File: src/core/clkctl_pkg.sv
// Shared constants, types and state records for the system clock control block.
// Assumes an 8-bit special-function register port and a 100 MHz sampling clock.
package clkctl_pkg;

	// Register addresses on the special-function register port.
	localparam logic [7:0] ADDR_INT_CTRL = 8'h8a;
	localparam logic [7:0] ADDR_INT_TRIM = 8'h8b;
	localparam logic [7:0] ADDR_EXT_CTRL = 8'h8c;
	localparam logic [7:0] ADDR_SRC_SEL = 8'h97;

	// Field positions.
	localparam int INT_EN_BIT = 7;
	localparam int INT_RDY_BIT = 6;
	localparam int INT_DIV_LSB = 0;
	localparam int OUT_DIV_LSB = 4;
	localparam int SRC_CODE_LSB = 0;
	localparam int XTAL_VALID_BIT = 7;
	localparam int EXT_MODE_LSB = 4;
	localparam int EXT_FREQ_LSB = 0;

	// Reset values.
	localparam logic [7:0] INT_CTRL_RESET = 8'hc0;
	localparam logic [7:0] EXT_CTRL_RESET = 8'h00;
	localparam logic [7:0] SRC_SEL_RESET = 8'h00;
	// Arbitrary neutral trim value; the real part carries a factory constant.
	localparam logic [7:0] TRIM_DEFAULT = 8'h80;
	localparam logic [7:0] RDATA_IDLE = 8'h00;

	// System clock source codes.
	typedef enum logic [1:0] {
		SRC_INTERNAL = 2'h0,
		SRC_EXTERNAL = 2'h1,
		SRC_PLL = 2'h2,
		SRC_RESERVED = 2'h3
	} src_code_e;

	// External oscillator mode codes and mode groups (upper two mode bits).
	localparam logic [2:0] EXT_MODE_CMOS = 3'h2;
	localparam logic [2:0] EXT_MODE_CMOS_DIV2 = 3'h3;
	localparam logic [2:0] EXT_MODE_XTAL = 3'h6;
	localparam logic [2:0] EXT_MODE_XTAL_DIV2 = 3'h7;
	localparam logic [1:0] EXT_GRP_OFF = 2'h0;
	localparam logic [1:0] EXT_GRP_RC = 2'h2;
	localparam logic [1:0] EXT_GRP_XTAL = 2'h3;

	// Divider shifts: shift n divides by two to the n.
	localparam logic [1:0] DIV_SHIFT_MAX = 2'h3;
	localparam logic [1:0] DIV_SHIFT_NONE = 2'h0;
	localparam logic [1:0] DIV_SHIFT_HALF = 2'h1;
	localparam int DIV_CNT_W = 3;

	// Timing.
	localparam int CLK_FREQ_MHZ = 100;
	localparam int MCD_TIMEOUT_MIN_US = 100;
	localparam int MCD_TIMEOUT_US = 220;
	localparam int MCD_TIMEOUT_MAX_US = 500;
	localparam int MCD_TIMEOUT_CYCLES = MCD_TIMEOUT_US * CLK_FREQ_MHZ;
	localparam int MCD_CNT_W = 16;

	// Register port request.
	typedef struct packed {
		logic [7:0] addr;
		logic [7:0] wdata;
		logic we;
		logic re;
	} sfr_req_s;

	typedef struct packed {
		logic prev;
		logic [DIV_CNT_W-1:0] cnt;
		logic out;
	} div_state_s;

	typedef enum logic [2:0] {
		SW_RUN = 3'b001,
		SW_OLD_LOW = 3'b010,
		SW_NEW_LOW = 3'b100
	} sw_state_e;

	typedef struct packed {
		sw_state_e st;
		logic [1:0] cur;
		logic [1:0] tgt;
		logic out;
	} sw_state_s;

	typedef struct packed {
		logic int_en;
		logic [1:0] int_div;
		logic [7:0] trim;
		logic [1:0] out_div;
		logic [1:0] src;
		logic [2:0] ext_mode;
		logic [2:0] ext_freq;
		logic int_ready;
		logic xtal_valid;
		logic pll_lock;
		logic [7:0] rdata;
		logic prev_sys;
		logic [MCD_CNT_W-1:0] mcd_cnt;
		logic mcd_reset;
	} top_state_s;

endpackage

File: src/core/clk_div.sv
// Power-of-two divider for a sampled clock level.
// Assumes the input level changes slower than half the sampling clock rate.
`timescale 1ns/100ps
module clk_div (
	input wire logic clk,
	input wire logic rst_n,
	input wire logic ce,
	input wire logic clk_in,
	input wire logic [1:0] shift,
	output logic clk_out
);
	clkctl_pkg::div_state_s s_ff;
	clkctl_pkg::div_state_s nxt_s;

	always_comb begin
		nxt_s = s_ff;
		nxt_s.prev = clk_in;
		if (clk_in && !s_ff.prev) begin
			nxt_s.cnt = clkctl_pkg::DIV_CNT_W'(s_ff.cnt + 1'b1);
		end
		// Counter bit n-1 toggles every 2^(n-1) rising edges, giving division by 2^n.
		if (shift == clkctl_pkg::DIV_SHIFT_NONE) begin
			nxt_s.out = clk_in;
		end else begin
			nxt_s.out = nxt_s.cnt[2'(shift - 2'h1)];
		end
	end

	always_ff @(posedge clk or negedge rst_n) begin
		if (!rst_n) begin
			s_ff <= '0;
		end else if (ce) begin
			s_ff <= nxt_s;
		end
	end

	assign clk_out = s_ff.out;
endmodule

File: src/core/clk_switch.sv
// Runt-free selector among three sampled clock levels.
// Assumes each selected source is running; a stopped target holds the output low.
`timescale 1ns/100ps
module clk_switch (
	input wire logic clk,
	input wire logic rst_n,
	input wire logic ce,
	input wire logic [2:0] src_levels,
	input wire logic [1:0] sel,
	output logic sw_out
);
	clkctl_pkg::sw_state_s s_ff;
	clkctl_pkg::sw_state_s nxt_s;

	function automatic logic pick(input logic [2:0] lv, input logic [1:0] code);
		logic r;
		r = 1'b0;
		if (code == clkctl_pkg::SRC_INTERNAL) begin
			r = lv[0];
		end else if (code == clkctl_pkg::SRC_EXTERNAL) begin
			r = lv[1];
		end else if (code == clkctl_pkg::SRC_PLL) begin
			r = lv[2];
		end
		return r;
	endfunction

	always_comb begin
		nxt_s = s_ff;
		case (s_ff.st)
			clkctl_pkg::SW_RUN: begin
				nxt_s.out = pick(src_levels, s_ff.cur);
				// The reserved code leaves the running source in place.
				if (sel != s_ff.cur && sel != clkctl_pkg::SRC_RESERVED) begin
					nxt_s.tgt = sel;
					nxt_s.st = clkctl_pkg::SW_OLD_LOW;
				end
			end
			clkctl_pkg::SW_OLD_LOW: begin
				// Release the old source only in its low phase.
				if (!pick(src_levels, s_ff.cur)) begin
					nxt_s.out = 1'b0;
					nxt_s.st = clkctl_pkg::SW_NEW_LOW;
				end else begin
					nxt_s.out = 1'b1;
				end
			end
			clkctl_pkg::SW_NEW_LOW: begin
				// Join the new source only in its low phase, so no runt pulse appears.
				nxt_s.out = 1'b0;
				if (!pick(src_levels, s_ff.tgt)) begin
					nxt_s.cur = s_ff.tgt;
					nxt_s.st = clkctl_pkg::SW_RUN;
				end
			end
			default: begin
				nxt_s.st = clkctl_pkg::SW_RUN;
			end
		endcase
	end

	always_ff @(posedge clk or negedge rst_n) begin
		if (!rst_n) begin
			s_ff <= '{st: clkctl_pkg::SW_RUN, cur: clkctl_pkg::SRC_INTERNAL,
				tgt: clkctl_pkg::SRC_INTERNAL, out: 1'b0};
		end else if (ce) begin
			s_ff <= nxt_s;
		end
	end

	assign sw_out = s_ff.out;
endmodule

File: src/core/system_clock_control.sv
// System clock control: oscillator registers, source selection, output divider and
// missing clock detector. Assumes oscillator levels arrive synchronous to CLK and are
// slower than half its rate; registers sit on an 8-bit special-function register port.
`timescale 1ns/100ps
module system_clock_control #(
	parameter logic [7:0] TRIM_RESET = clkctl_pkg::TRIM_DEFAULT,
	parameter logic [15:0] MCD_TIMEOUT = 16'(clkctl_pkg::MCD_TIMEOUT_CYCLES)
) (
	input wire logic CLK,
	input wire logic RST_N,
	input wire logic CE,
	input wire clkctl_pkg::sfr_req_s SFR_REQ,
	output logic [7:0] SFR_RDATA,
	input wire logic INT_OSC_LEVEL,
	input wire logic INT_OSC_SETTLED,
	input wire logic CRYSTAL_PIN_A,
	input wire logic EXT_OSC_LEVEL,
	input wire logic CRYSTAL_STABLE,
	input wire logic PLL_CLOCK_LEVEL,
	input wire logic PLL_LOCKED,
	input wire logic MCD_ENABLE,
	output logic INT_OSC_ENABLE,
	output logic [7:0] INT_OSC_TRIM,
	output logic [2:0] EXT_OSC_MODE,
	output logic [2:0] EXT_FREQ_RANGE,
	output logic SYSTEM_CLOCK,
	output logic CLOCK_OUT,
	output logic EXT_PERIPH_CLOCK,
	output logic PLL_LOCK_FLAG,
	output logic MCD_RESET
);
	clkctl_pkg::top_state_s s_ff;
	clkctl_pkg::top_state_s nxt_s;

	logic int_level_gated;
	logic [1:0] int_shift;
	logic int_divided;
	logic ext_raw;
	logic [1:0] ext_shift;
	logic ext_divided;
	logic [1:0] ext_group;
	logic sys_level;

	// Internal oscillator path, gated by its enable and divided by 8, 4, 2 or 1.
	assign int_level_gated = INT_OSC_LEVEL & s_ff.int_en;
	assign int_shift = 2'(clkctl_pkg::DIV_SHIFT_MAX - s_ff.int_div);

	clk_div u_int_div (
		.clk(CLK),
		.rst_n(RST_N),
		.ce(CE),
		.clk_in(int_level_gated),
		.shift(int_shift),
		.clk_out(int_divided)
	);

	// External oscillator path: the mode picks the pin and whether a halving stage follows.
	assign ext_group = s_ff.ext_mode[2:1];

	always_comb begin
		ext_raw = 1'b0;
		ext_shift = clkctl_pkg::DIV_SHIFT_HALF;
		if (s_ff.ext_mode == clkctl_pkg::EXT_MODE_CMOS) begin
			ext_raw = CRYSTAL_PIN_A;
			ext_shift = clkctl_pkg::DIV_SHIFT_NONE;
		end else if (s_ff.ext_mode == clkctl_pkg::EXT_MODE_CMOS_DIV2) begin
			ext_raw = CRYSTAL_PIN_A;
		end else if (ext_group == clkctl_pkg::EXT_GRP_RC) begin
			ext_raw = EXT_OSC_LEVEL;
		end else if (s_ff.ext_mode == clkctl_pkg::EXT_MODE_XTAL) begin
			ext_raw = EXT_OSC_LEVEL;
			ext_shift = clkctl_pkg::DIV_SHIFT_NONE;
		end else if (s_ff.ext_mode == clkctl_pkg::EXT_MODE_XTAL_DIV2) begin
			ext_raw = EXT_OSC_LEVEL;
		end
	end

	clk_div u_ext_div (
		.clk(CLK),
		.rst_n(RST_N),
		.ce(CE),
		.clk_in(ext_raw),
		.shift(ext_shift),
		.clk_out(ext_divided)
	);

	// The selector assumes software only moves to a source that already runs.
	clk_switch u_switch (
		.clk(CLK),
		.rst_n(RST_N),
		.ce(CE),
		.src_levels({PLL_CLOCK_LEVEL, ext_divided, int_divided}),
		.sel(s_ff.src),
		.sw_out(sys_level)
	);

	clk_div u_out_div (
		.clk(CLK),
		.rst_n(RST_N),
		.ce(CE),
		.clk_in(sys_level),
		.shift(s_ff.out_div),
		.clk_out(CLOCK_OUT)
	);

	always_comb begin
		nxt_s = s_ff;

		// Status flags track the analog indications every cycle.
		nxt_s.int_ready = s_ff.int_en & INT_OSC_SETTLED;
		nxt_s.xtal_valid = (ext_group == clkctl_pkg::EXT_GRP_XTAL) & CRYSTAL_STABLE;
		nxt_s.pll_lock = PLL_LOCKED;

		// Register writes; read-only and reserved bits are not stored.
		if (SFR_REQ.we) begin
			if (SFR_REQ.addr == clkctl_pkg::ADDR_INT_CTRL) begin
				// Enable and divider land together, so one write can start and pick it.
				nxt_s.int_en = SFR_REQ.wdata[clkctl_pkg::INT_EN_BIT];
				nxt_s.int_div = SFR_REQ.wdata[clkctl_pkg::INT_DIV_LSB +: 2];
			end else if (SFR_REQ.addr == clkctl_pkg::ADDR_INT_TRIM) begin
				nxt_s.trim = SFR_REQ.wdata;
			end else if (SFR_REQ.addr == clkctl_pkg::ADDR_EXT_CTRL) begin
				nxt_s.ext_mode = SFR_REQ.wdata[clkctl_pkg::EXT_MODE_LSB +: 3];
				nxt_s.ext_freq = SFR_REQ.wdata[clkctl_pkg::EXT_FREQ_LSB +: 3];
			end else if (SFR_REQ.addr == clkctl_pkg::ADDR_SRC_SEL) begin
				nxt_s.out_div = SFR_REQ.wdata[clkctl_pkg::OUT_DIV_LSB +: 2];
				nxt_s.src = SFR_REQ.wdata[clkctl_pkg::SRC_CODE_LSB +: 2];
			end
		end

		// Register reads; the answer is registered and unmapped addresses read zero.
		if (SFR_REQ.re) begin
			nxt_s.rdata = clkctl_pkg::RDATA_IDLE;
			if (SFR_REQ.addr == clkctl_pkg::ADDR_INT_CTRL) begin
				nxt_s.rdata[clkctl_pkg::INT_EN_BIT] = s_ff.int_en;
				nxt_s.rdata[clkctl_pkg::INT_RDY_BIT] = s_ff.int_ready;
				nxt_s.rdata[clkctl_pkg::INT_DIV_LSB +: 2] = s_ff.int_div;
			end else if (SFR_REQ.addr == clkctl_pkg::ADDR_INT_TRIM) begin
				nxt_s.rdata = s_ff.trim;
			end else if (SFR_REQ.addr == clkctl_pkg::ADDR_EXT_CTRL) begin
				// Bit three is never stored and so always reads zero.
				nxt_s.rdata[clkctl_pkg::XTAL_VALID_BIT] = s_ff.xtal_valid;
				nxt_s.rdata[clkctl_pkg::EXT_MODE_LSB +: 3] = s_ff.ext_mode;
				nxt_s.rdata[clkctl_pkg::EXT_FREQ_LSB +: 3] = s_ff.ext_freq;
			end else if (SFR_REQ.addr == clkctl_pkg::ADDR_SRC_SEL) begin
				nxt_s.rdata[clkctl_pkg::OUT_DIV_LSB +: 2] = s_ff.out_div;
				nxt_s.rdata[clkctl_pkg::SRC_CODE_LSB +: 2] = s_ff.src;
			end
		end

		// Missing clock detector: any system clock edge restarts the count.
		nxt_s.prev_sys = sys_level;
		if (!MCD_ENABLE || (sys_level != s_ff.prev_sys)) begin
			nxt_s.mcd_cnt = '0;
			nxt_s.mcd_reset = 1'b0;
		end else if (s_ff.mcd_cnt >= 16'(MCD_TIMEOUT - 16'h0001)) begin
			nxt_s.mcd_reset = 1'b1;
		end else begin
			nxt_s.mcd_cnt = 16'(s_ff.mcd_cnt + 16'h0001);
		end
	end

	always_ff @(posedge CLK or negedge RST_N) begin
		if (!RST_N) begin
			s_ff <= '0;
			s_ff.int_en <= clkctl_pkg::INT_CTRL_RESET[clkctl_pkg::INT_EN_BIT];
			s_ff.int_div <= clkctl_pkg::INT_CTRL_RESET[clkctl_pkg::INT_DIV_LSB +: 2];
			s_ff.trim <= TRIM_RESET;
			s_ff.src <= clkctl_pkg::SRC_SEL_RESET[clkctl_pkg::SRC_CODE_LSB +: 2];
			s_ff.out_div <= clkctl_pkg::SRC_SEL_RESET[clkctl_pkg::OUT_DIV_LSB +: 2];
			s_ff.ext_mode <= clkctl_pkg::EXT_CTRL_RESET[clkctl_pkg::EXT_MODE_LSB +: 3];
			s_ff.ext_freq <= clkctl_pkg::EXT_CTRL_RESET[clkctl_pkg::EXT_FREQ_LSB +: 3];
		end else if (CE) begin
			s_ff <= nxt_s;
		end
	end

	assign SFR_RDATA = s_ff.rdata;
	assign INT_OSC_ENABLE = s_ff.int_en;
	assign INT_OSC_TRIM = s_ff.trim;
	assign EXT_OSC_MODE = s_ff.ext_mode;
	assign EXT_FREQ_RANGE = s_ff.ext_freq;
	assign SYSTEM_CLOCK = sys_level;
	assign EXT_PERIPH_CLOCK = ext_divided;
	assign PLL_LOCK_FLAG = s_ff.pll_lock;
	assign MCD_RESET = s_ff.mcd_reset;
endmodule

File: config.mk
export PLATFORM = sky130hd
export DESIGN_NAME = system_clock_control
export DESIGN_NICKNAME = d
export VERILOG_FILES = /design/src/core/clkctl_pkg.sv /design/src/core/clk_div.sv /design/src/core/clk_switch.sv /design/src/core/system_clock_control.sv
export SDC_FILE = /design/constraint.sdc
export NUM_CORES = 1
export LEC_CHECK = 0
export BUFFER_PORTS_ARGS = -buffer_cell sky130_fd_sc_hd__buf_2
export CAP_MARGIN = 15
export CORE_MARGIN = 5
export CORE_UTILIZATION = 52
export CTS_BUF_LIST = sky130_fd_sc_hd__clkbuf_16
export CTS_CLUSTER_SIZE = 28
export DETAILED_ROUTE_END_ITERATION = 8
export PLACE_DENSITY = 0.88
export SETUP_SLACK_MARGIN = 0.15
export SYNTH_ARGS = -nofsm -noshare
export SYNTH_HDL_FRONTEND = slang
export SYNTH_HIERARCHICAL = 1
export SYNTH_SLANG_ARGS = --single-unit
File: constraint.sdc
create_clock -name CLK -period 1.6 [get_ports CLK]
set_clock_uncertainty 0.05 [all_clocks]
set_input_delay 0.08 -clock CLK [delete_from_list [all_inputs] [get_ports CLK]]
set_output_delay 0.08 -clock CLK [all_outputs]
set_load 0.01 [all_outputs]
After elaboration in Yosys (flattened, before gate mapping):

Cells that the tools add are included.

* bits in registers: 72
* bits of input ports: 29
* output and inout bits: 28
* logic and storage cells: 146

* $add $sub $neg: 8
* order comparisons: 4
* equal/unequal tests: 24
* muxes and demuxes: 50
* bitwise gates (word level): 7
* reduce and logical (&&, ||, !) cells: 27

Operator list (number)
* $eq 8x8->1 const B: 4
* $mux 1: 27
* $mux 3: 6
* $mux 17: 1
* $add 16x1->16 const B: 1
* $ge 16x15->1 const B: 1
* $mux 16: 1
* $mux 2: 7
* $logic_not 2->1: 5
* $add 3x1->3 const B: 3
* $eq 3x2->1 const B: 3
* $eq 3x3->1 const B: 3
* $lt 2x3->1 const B: 3
* $pmux 3 s3: 1
* $reduce_and 3->1: 3
* $eq 2x2->1 const B: 4
* $mux 4: 2
* $ne 2x2->1 const B: 4
* $reduce_and 2->1: 4
* $reduce_and 4->1: 2
* $bmux 1 s2: 3
* $reduce_and 6->1: 1
* $mux 5: 1
* $reduce_and 5->1: 1
* 16 further kinds: 29

Depth between registers and ports, before layout:

* depth in word-level cells: 11
* mapped depth: 6
* depth with buffers taken out: 6

Cells and area by module:

Netlist, hierarchy kept.

Modules (own cells, without submodules)
* system_clock_control: instances 1, cells an instance 249, area each 2697.6 sq um, seq. area each 1253.7 sq um
* clk_div: instances 3, cells an instance 27, area each 294.0 sq um, seq. area each 125.1 sq um
* clk_switch: instances 1, cells an instance 46, area each 474.2 sq um, seq. area each 201.4 sq um

Least setup slack after synthesis:

OpenSTA, ideal clock, no wires.

* path type: reg-to-reg
* start point: reg s_ff[1] (netlist bit)
* end point: reg s_ff[14] (netlist bit)
* library setup time: 120 ps
* arrival: 1600 ps
* required time: 1430 ps
* path slack: -169 ps
* stages on the path, launching flop included: 7
* path buffers: 0
* period minus slack after synthesis: 1769 ps
* path through: dfrtp_1 > ha_1 > a31oi_1 > o31ai_4 > a211oi_2 > a21oi_1 > a31o_1

* longest elaborated chain between the ends: 3
* elaborated cells between the ends (all ways): 6
* those cells by class: add/sub: 1; order compare: 1; eq/ne: 1; mux: 2; reduce/logical: 1

Ends and longest elaborated chain
* from (decl): RTL line system_clock_control.sv:32 `clkctl_pkg::top_state_s s_ff;`
* from (signal assigned): RTL line system_clock_control.sv:174 `s_ff <= nxt_s;`
* $add 16x1->16 or $ge 16x15->1 (tied branches): RTL line system_clock_control.sv:159, system_clock_control.sv:156
* $mux 16 or $ne 2x2->1 (tied branches)
* $mux 17 or $reduce_and 2->1 (tied branches)

Parallel ways exist; a longest one is shown, timed or not. The select of a mux whose other input is x is not followed.
A chain may end at the register's enable or synchronous reset.

Worst setup path after layout:

* start point: reg s_ff[1] (netlist bit)
* end point: reg s_ff[2] (netlist bit)

Same word-level chain as after synthesis.

==> impl_metrics.xml <==
<?xml version="1.0" encoding="UTF-8"?>
<metrics>
  <group name="synth">
    <metric name="synth_edf_count" unit="">0</metric>
    <metric name="synthesis.nets" unit="">412</metric>
    <metric name="ys.flop_type" unit="">sky130_fd_sc_hd__dfrtp_1</metric>
    <metric name="mappedNetlistArea" unit="µm²">4050</metric>
    <metric name="syn_inst" unit="">376</metric>
    <metric name="syn_avg_cell_area" unit="µm²">10.8</metric>
    <metric name="synth.distinct_cells" unit="">65</metric>
    <metric name="synth_sequential_area_ratio" unit="%">45.2</metric>
    <metric name="yosysWarnings" unit="">6</metric>
    <metric name="synth-async-reset-ratio" unit="%">100</metric>
    <metric name="flop_and_latch_count_out_of_synthesis" unit="">73</metric>
  </group>
  <group name="worst_setup_path">
    <metric name="reg2reg_from" unit="">s_ff[1]$_DFFE_PN0P_</metric>
    <metric name="timing.critical_path.cells" unit="">ha_4 -&gt; a31oi_4 -&gt; o31ai_4 -&gt; buf_6 -&gt; a21boi_4 -&gt; o21a_1 -&gt; o21ai_1</metric>
    <metric name="path_delay_family" unit="">compound AO/OA/AOI/OAI gates</metric>
    <metric name="worst-path-buf-inv" unit="">1</metric>
    <metric name="critPathMaxStageDelay" unit="ns">0.43</metric>
    <metric name="critical_r2r_capture" unit="">s_ff[2]$_DFFE_PN0P_</metric>
    <metric name="timing.reg2reg.setup_slack" unit="ns">-0.28</metric>
    <metric name="endpoint_kind" unit="">register</metric>
    <metric name="worst_setup_path_start_kind" unit="">register</metric>
    <metric name="cp_data_arrival_time" unit="ns">2.07</metric>
    <metric name="critPathRequiredTime" unit="ns">1.79</metric>
    <metric name="crit_path_top_delay_cell" unit="">sky130_fd_sc_hd__dfrtp_1</metric>
    <metric name="timing.setup.critical_path_class" unit="">register to register</metric>
    <metric name="crit_path_max_fanout" unit="">4</metric>
    <metric name="worstRegToRegCells" unit="">7</metric>
  </group>
  <group name="clocking">
    <metric name="htree_levels" unit="">3</metric>
    <metric name="clkLatencyLatePin" unit="ns">0.34</metric>
    <metric name="cts_root_buf" unit="">sky130_fd_sc_hd__clkbuf_16</metric>
    <metric name="cts_num_sinks" unit="">73</metric>
    <metric name="cts-root-to-sink-buffers" unit="">2</metric>
    <metric name="cts-buffers-inserted" unit="">9</metric>
    <metric name="tritoncts_clock_tree" unit="">done</metric>
    <metric name="clk_pin_slew" unit="ns">0.06</metric>
  </group>
  <group name="place">
    <metric name="dp.cells" unit="">548</metric>
    <metric name="gp_congestion" unit="">0.860</metric>
    <metric name="place_hpwl" unit="µm">6820</metric>
    <metric name="io_buffers" unit="">56</metric>
    <metric name="place_area" unit="µm²">4630</metric>
  </group>
  <group name="timing">
    <metric name="drv_slew" unit="">0</metric>
    <metric name="max_clock_freq" unit="GHz">0.533</metric>
    <metric name="worst_slew_margin_rel" unit="%">61.7</metric>
    <metric name="setup-tns-final" unit="ns">-3.05</metric>
    <metric name="period_share" unit="%">117</metric>
    <metric name="setup_ws" unit="ns">-0.277</metric>
    <metric name="tightestPinTransition" unit="ns">0.573</metric>
    <metric name="hold_violations" unit="">0</metric>
    <metric name="period_minus_slack" unit="ns">1.88</metric>
    <metric name="rsz0062_at_grt" unit="">yes</metric>
    <metric name="finalHoldWorstSlack" unit="ns">0.103</metric>
    <metric name="report.final.setup_viol" unit="">17</metric>
  </group>
  <group name="route">
    <metric name="dr.first_iter.drc_count" unit="">373</metric>
    <metric name="drc" unit="">0</metric>
    <metric name="drt-vias-per-instance" unit="">5.98</metric>
    <metric name="wire_per_inst" unit="µm">20.8</metric>
    <metric name="routed_wl" unit="µm">12500</metric>
    <metric name="postRouteAntennaNets" unit="">0</metric>
    <metric name="drtPass1Iterations" unit="">5</metric>
    <metric name="vias" unit="">3583</metric>
  </group>
  <group name="die">
    <metric name="area_of_the_die" unit="µm²">9660</metric>
    <metric name="row_count" unit="">32</metric>
    <metric name="io-pin-count" unit="">57</metric>
    <metric name="dieWidth" unit="µm">98.3</metric>
    <metric name="core" unit="µm²">7650</metric>
    <metric name="floorplan.die.height" unit="µm">98.3</metric>
    <metric name="initial_core_util" unit="%">53.0</metric>
  </group>
  <group name="pwr">
    <metric name="p_clk_share" unit="%">42.2</metric>
    <metric name="total_switching_power" unit="W">0.00135</metric>
    <metric name="leakagePower" unit="nW">2.56</metric>
    <metric name="p_int" unit="W">0.00372</metric>
    <metric name="seq_pwr_share" unit="%">41.5</metric>
    <metric name="fin_total_pwr" unit="W">0.00507</metric>
    <metric name="combPwrFrac" unit="%">16.3</metric>
    <metric name="power.density_cell_area" unit="nW/µm²">921</metric>
    <metric name="worst_vdd_rail_ir_drop" unit="mV">0.431</metric>
    <metric name="sw_frac_of_total" unit="%">26.7</metric>
  </group>
  <group name="hold_path">
    <metric name="holdCritStartpoint" unit="">INT_OSC_LEVEL</metric>
    <metric name="min_path_cells" unit="">3</metric>
    <metric name="end_point_of_the_worst_hold_path" unit="">u_int_div/s_ff[4]$_DFFE_PN0P_</metric>
    <metric name="hold_path_class" unit="">primary input to register</metric>
  </group>
  <group name="global_route">
    <metric name="grt_total_ovfl" unit="">0</metric>
    <metric name="grt_max_degree" unit="">74</metric>
    <metric name="global_route.usage.total" unit="%">23.0</metric>
    <metric name="initial_antenna_violation_count" unit="">0</metric>
    <metric name="grt_pass1_vias" unit="">3623</metric>
    <metric name="grt_pass1_wl" unit="µm">17900</metric>
  </group>
  <group name="cells_and_area">
    <metric name="final-instance-count-excl-fill" unit="">599</metric>
    <metric name="layout-drive-gt1-share" unit="%">47.7</metric>
    <metric name="synthesis_to_layout_area_growth" unit="%">35.8</metric>
    <metric name="final_common_cell" unit="">sky130_fd_sc_hd__dfrtp_1</metric>
    <metric name="nFillCells" unit="">473</metric>
    <metric name="most_used_cells_in_the_layout_excluding_fill_and_tap_cells" unit="">64 x sky130_fd_sc_hd__dfrtp_1, 56 x sky130_fd_sc_hd__buf_2, 53 x sky130_fd_sc_hd__buf_4, 29 x sky130_fd_sc_hd__mux2_2, 28 x sky130_fd_sc_hd__nand2_1</metric>
    <metric name="multi_input_comb_area" unit="µm²">2230</metric>
    <metric name="final_design_area_no_fill" unit="µm²">5510</metric>
    <metric name="fin_nets" unit="">529</metric>
    <metric name="register_area" unit="µm²">1840</metric>
    <metric name="antenna-diode-count" unit="">0</metric>
  </group>
  <group name="flow_run">
    <metric name="maxCapViolCount" unit="">0</metric>
  </group>
  <group name="run_status">
    <metric name="failing_checks" unit="">negative setup slack</metric>
    <metric name="outcome" unit="">complete, but fails checks</metric>
  </group>
</metrics>
power groups by stage:
stage	combinational, W	sequential (W)	clock (W)
floorplan	0.000365	0.00210	0
global placement	0.000577	0.00210	0
detailed placement	0.000612	0.00211	0
CTS	0.000664	0.00208	0.00212
global route	0.000887	0.00211	0.00224
finish	0.000826	0.00210	0.00214
sequential cells by signal, indices dropped and copies added, names as in the netlist:
register,flops
u_out_div/clk_out,1
INT_OSC_ENABLE,1
u_int_div/clk_out,1
u_ext_div/clk_out,1
u_ext_div/s_ff,4
u_switch/sw_out,1
EXT_FREQ_RANGE,3
u_switch/s_ff,7
u_out_div/s_ff,4
INT_OSC_TRIM,8
u_int_div/s_ff,4
PLL_LOCK_FLAG,1
MCD_RESET,1
EXT_OSC_MODE,3
SFR_RDATA,8
s_ff,25
timing repair:
item                                   CTS  global route
endpoints found under the hold margin   91             0
resized for setup                       19            36
setup endpoints to repair               23            29
hold buffers                            12             0
pin swaps                               10            23
setup buffers                           12            12
final cells by class:
| type | count | share of cell area (%) |
|---|---|---|
| Clock inverter | 6 | 1.52 |
| Timing Repair Buffer | 132 | 16.9 |
| Clock buffer | 9 | 4.09 |
| Sequential cell | 73 | 33.4 |
| Inverter | 20 | 1.36 |
| Multi-Input combinational cell | 257 | 40.4 |
| Tap cell | 102 | 2.32 |
tightest hold or removal path, stage by stage:
cell and delay [ns]:
sky130_fd_sc_hd__buf_2 0.09, sky130_fd_sc_hd__and2_4 0.15, sky130_fd_sc_hd__mux2_2 0.14
cells by family after synthesis:
| logic type | after synthesis | share of synthesized area, % |
|---|---|---|
| multiplexers | 43 | 11.8 |
| buffers and inverters | 46 | 6.60 |
| AO/OA/AOI/OAI | 70 | 12.5 |
| adder cells (fa/ha/maj) | 7 | 2.16 |
| AND/OR/NAND/NOR | 118 | 17.8 |
| other | 1 | 0.0925 |
| flip-flops | 73 | 45.2 |
| XOR/XNOR | 18 | 3.89 |
cells in the mapped netlist (all sizes together) (3+ instances only):
cell type / instances / area share, %
dfrtp: 70 / 43
mux2: 38 / 11
nand2: 32 / 3.0
buf: 25 / 4.7
inv: 20 / 1.9
o21ai: 20 / 2.6
nor2: 16 / 1.5
a21oi: 15 / 2.1
nand3: 15 / 2.3
xnor2: 12 / 2.6
nand3b: 8 / 1.5
nand4: 8 / 1.6
a22oi: 7 / 1.3
ha: 7 / 2.2
and2b: 6 / 1.2
nor2b: 6 / 1.1
xor2: 6 / 1.3
a31oi: 5 / 0.77
mux2i: 5 / 1.2
nand2b: 5 / 0.83
nor3b: 5 / 1.2
a211oi: 4 / 1.2
or2: 4 / 0.62
a311oi: 3 / 0.65
dfstp: 3 / 1.9
or3: 3 / 0.46
worst max path at each step:
| stage | start | end | slack, ns | cells past startpoint |
|---|---|---|---|---|
| CTS | s_ff[14]$_DFFE_PN0P_ | s_ff[11]$_DFFE_PN0P_ | -0.16 | 5 |
| detailed placement | s_ff[2]$_DFFE_PN0P_ | s_ff[14]$_DFFE_PN0P_ | -0.16 | 6 |
| finish | s_ff[1]$_DFFE_PN0P_ | s_ff[2]$_DFFE_PN0P_ | -0.28 | 7 |
| global route | s_ff[1]$_DFFE_PN0P_ | s_ff[2]$_DFFE_PN0P_ | -0.34 | 7 |
| floorplan | s_ff[14]$_DFFE_PN0P_ | s_ff[9]$_DFFE_PN0P_ | -0.07 | 4 |
| global placement | s_ff[2]$_DFFE_PN0P_ | s_ff[14]$_DFFE_PN0P_ | -0.1 | 6 |
through the flow:
step | utilization (%) | worst slack [ns]
final | 72.0 | -0.277
after global routing | 72.0 | -0.337
after CTS | 68.5 | -0.160
after detailed placement | 60.5 | -0.161
after global placement | 60.5 | -0.0999
after floorplan | - | -0.0652
layer usage:
| metal | part of all wire, % | global-route usage [%] | vias to the layer above |
|---|---|---|---|
| li1 | - | - | 1557 |
| met1 | 39 | 28.7 | 1735 |
| met2 | 49 | 38.0 | 232 |
| met3 | 7.9 | 5.43 | 59 |
| met4 | 4.4 | 10.2 | 0 |
| met5 | 0 | 0 | - |
No activity file was read; power rests on OpenSTA's default activity.
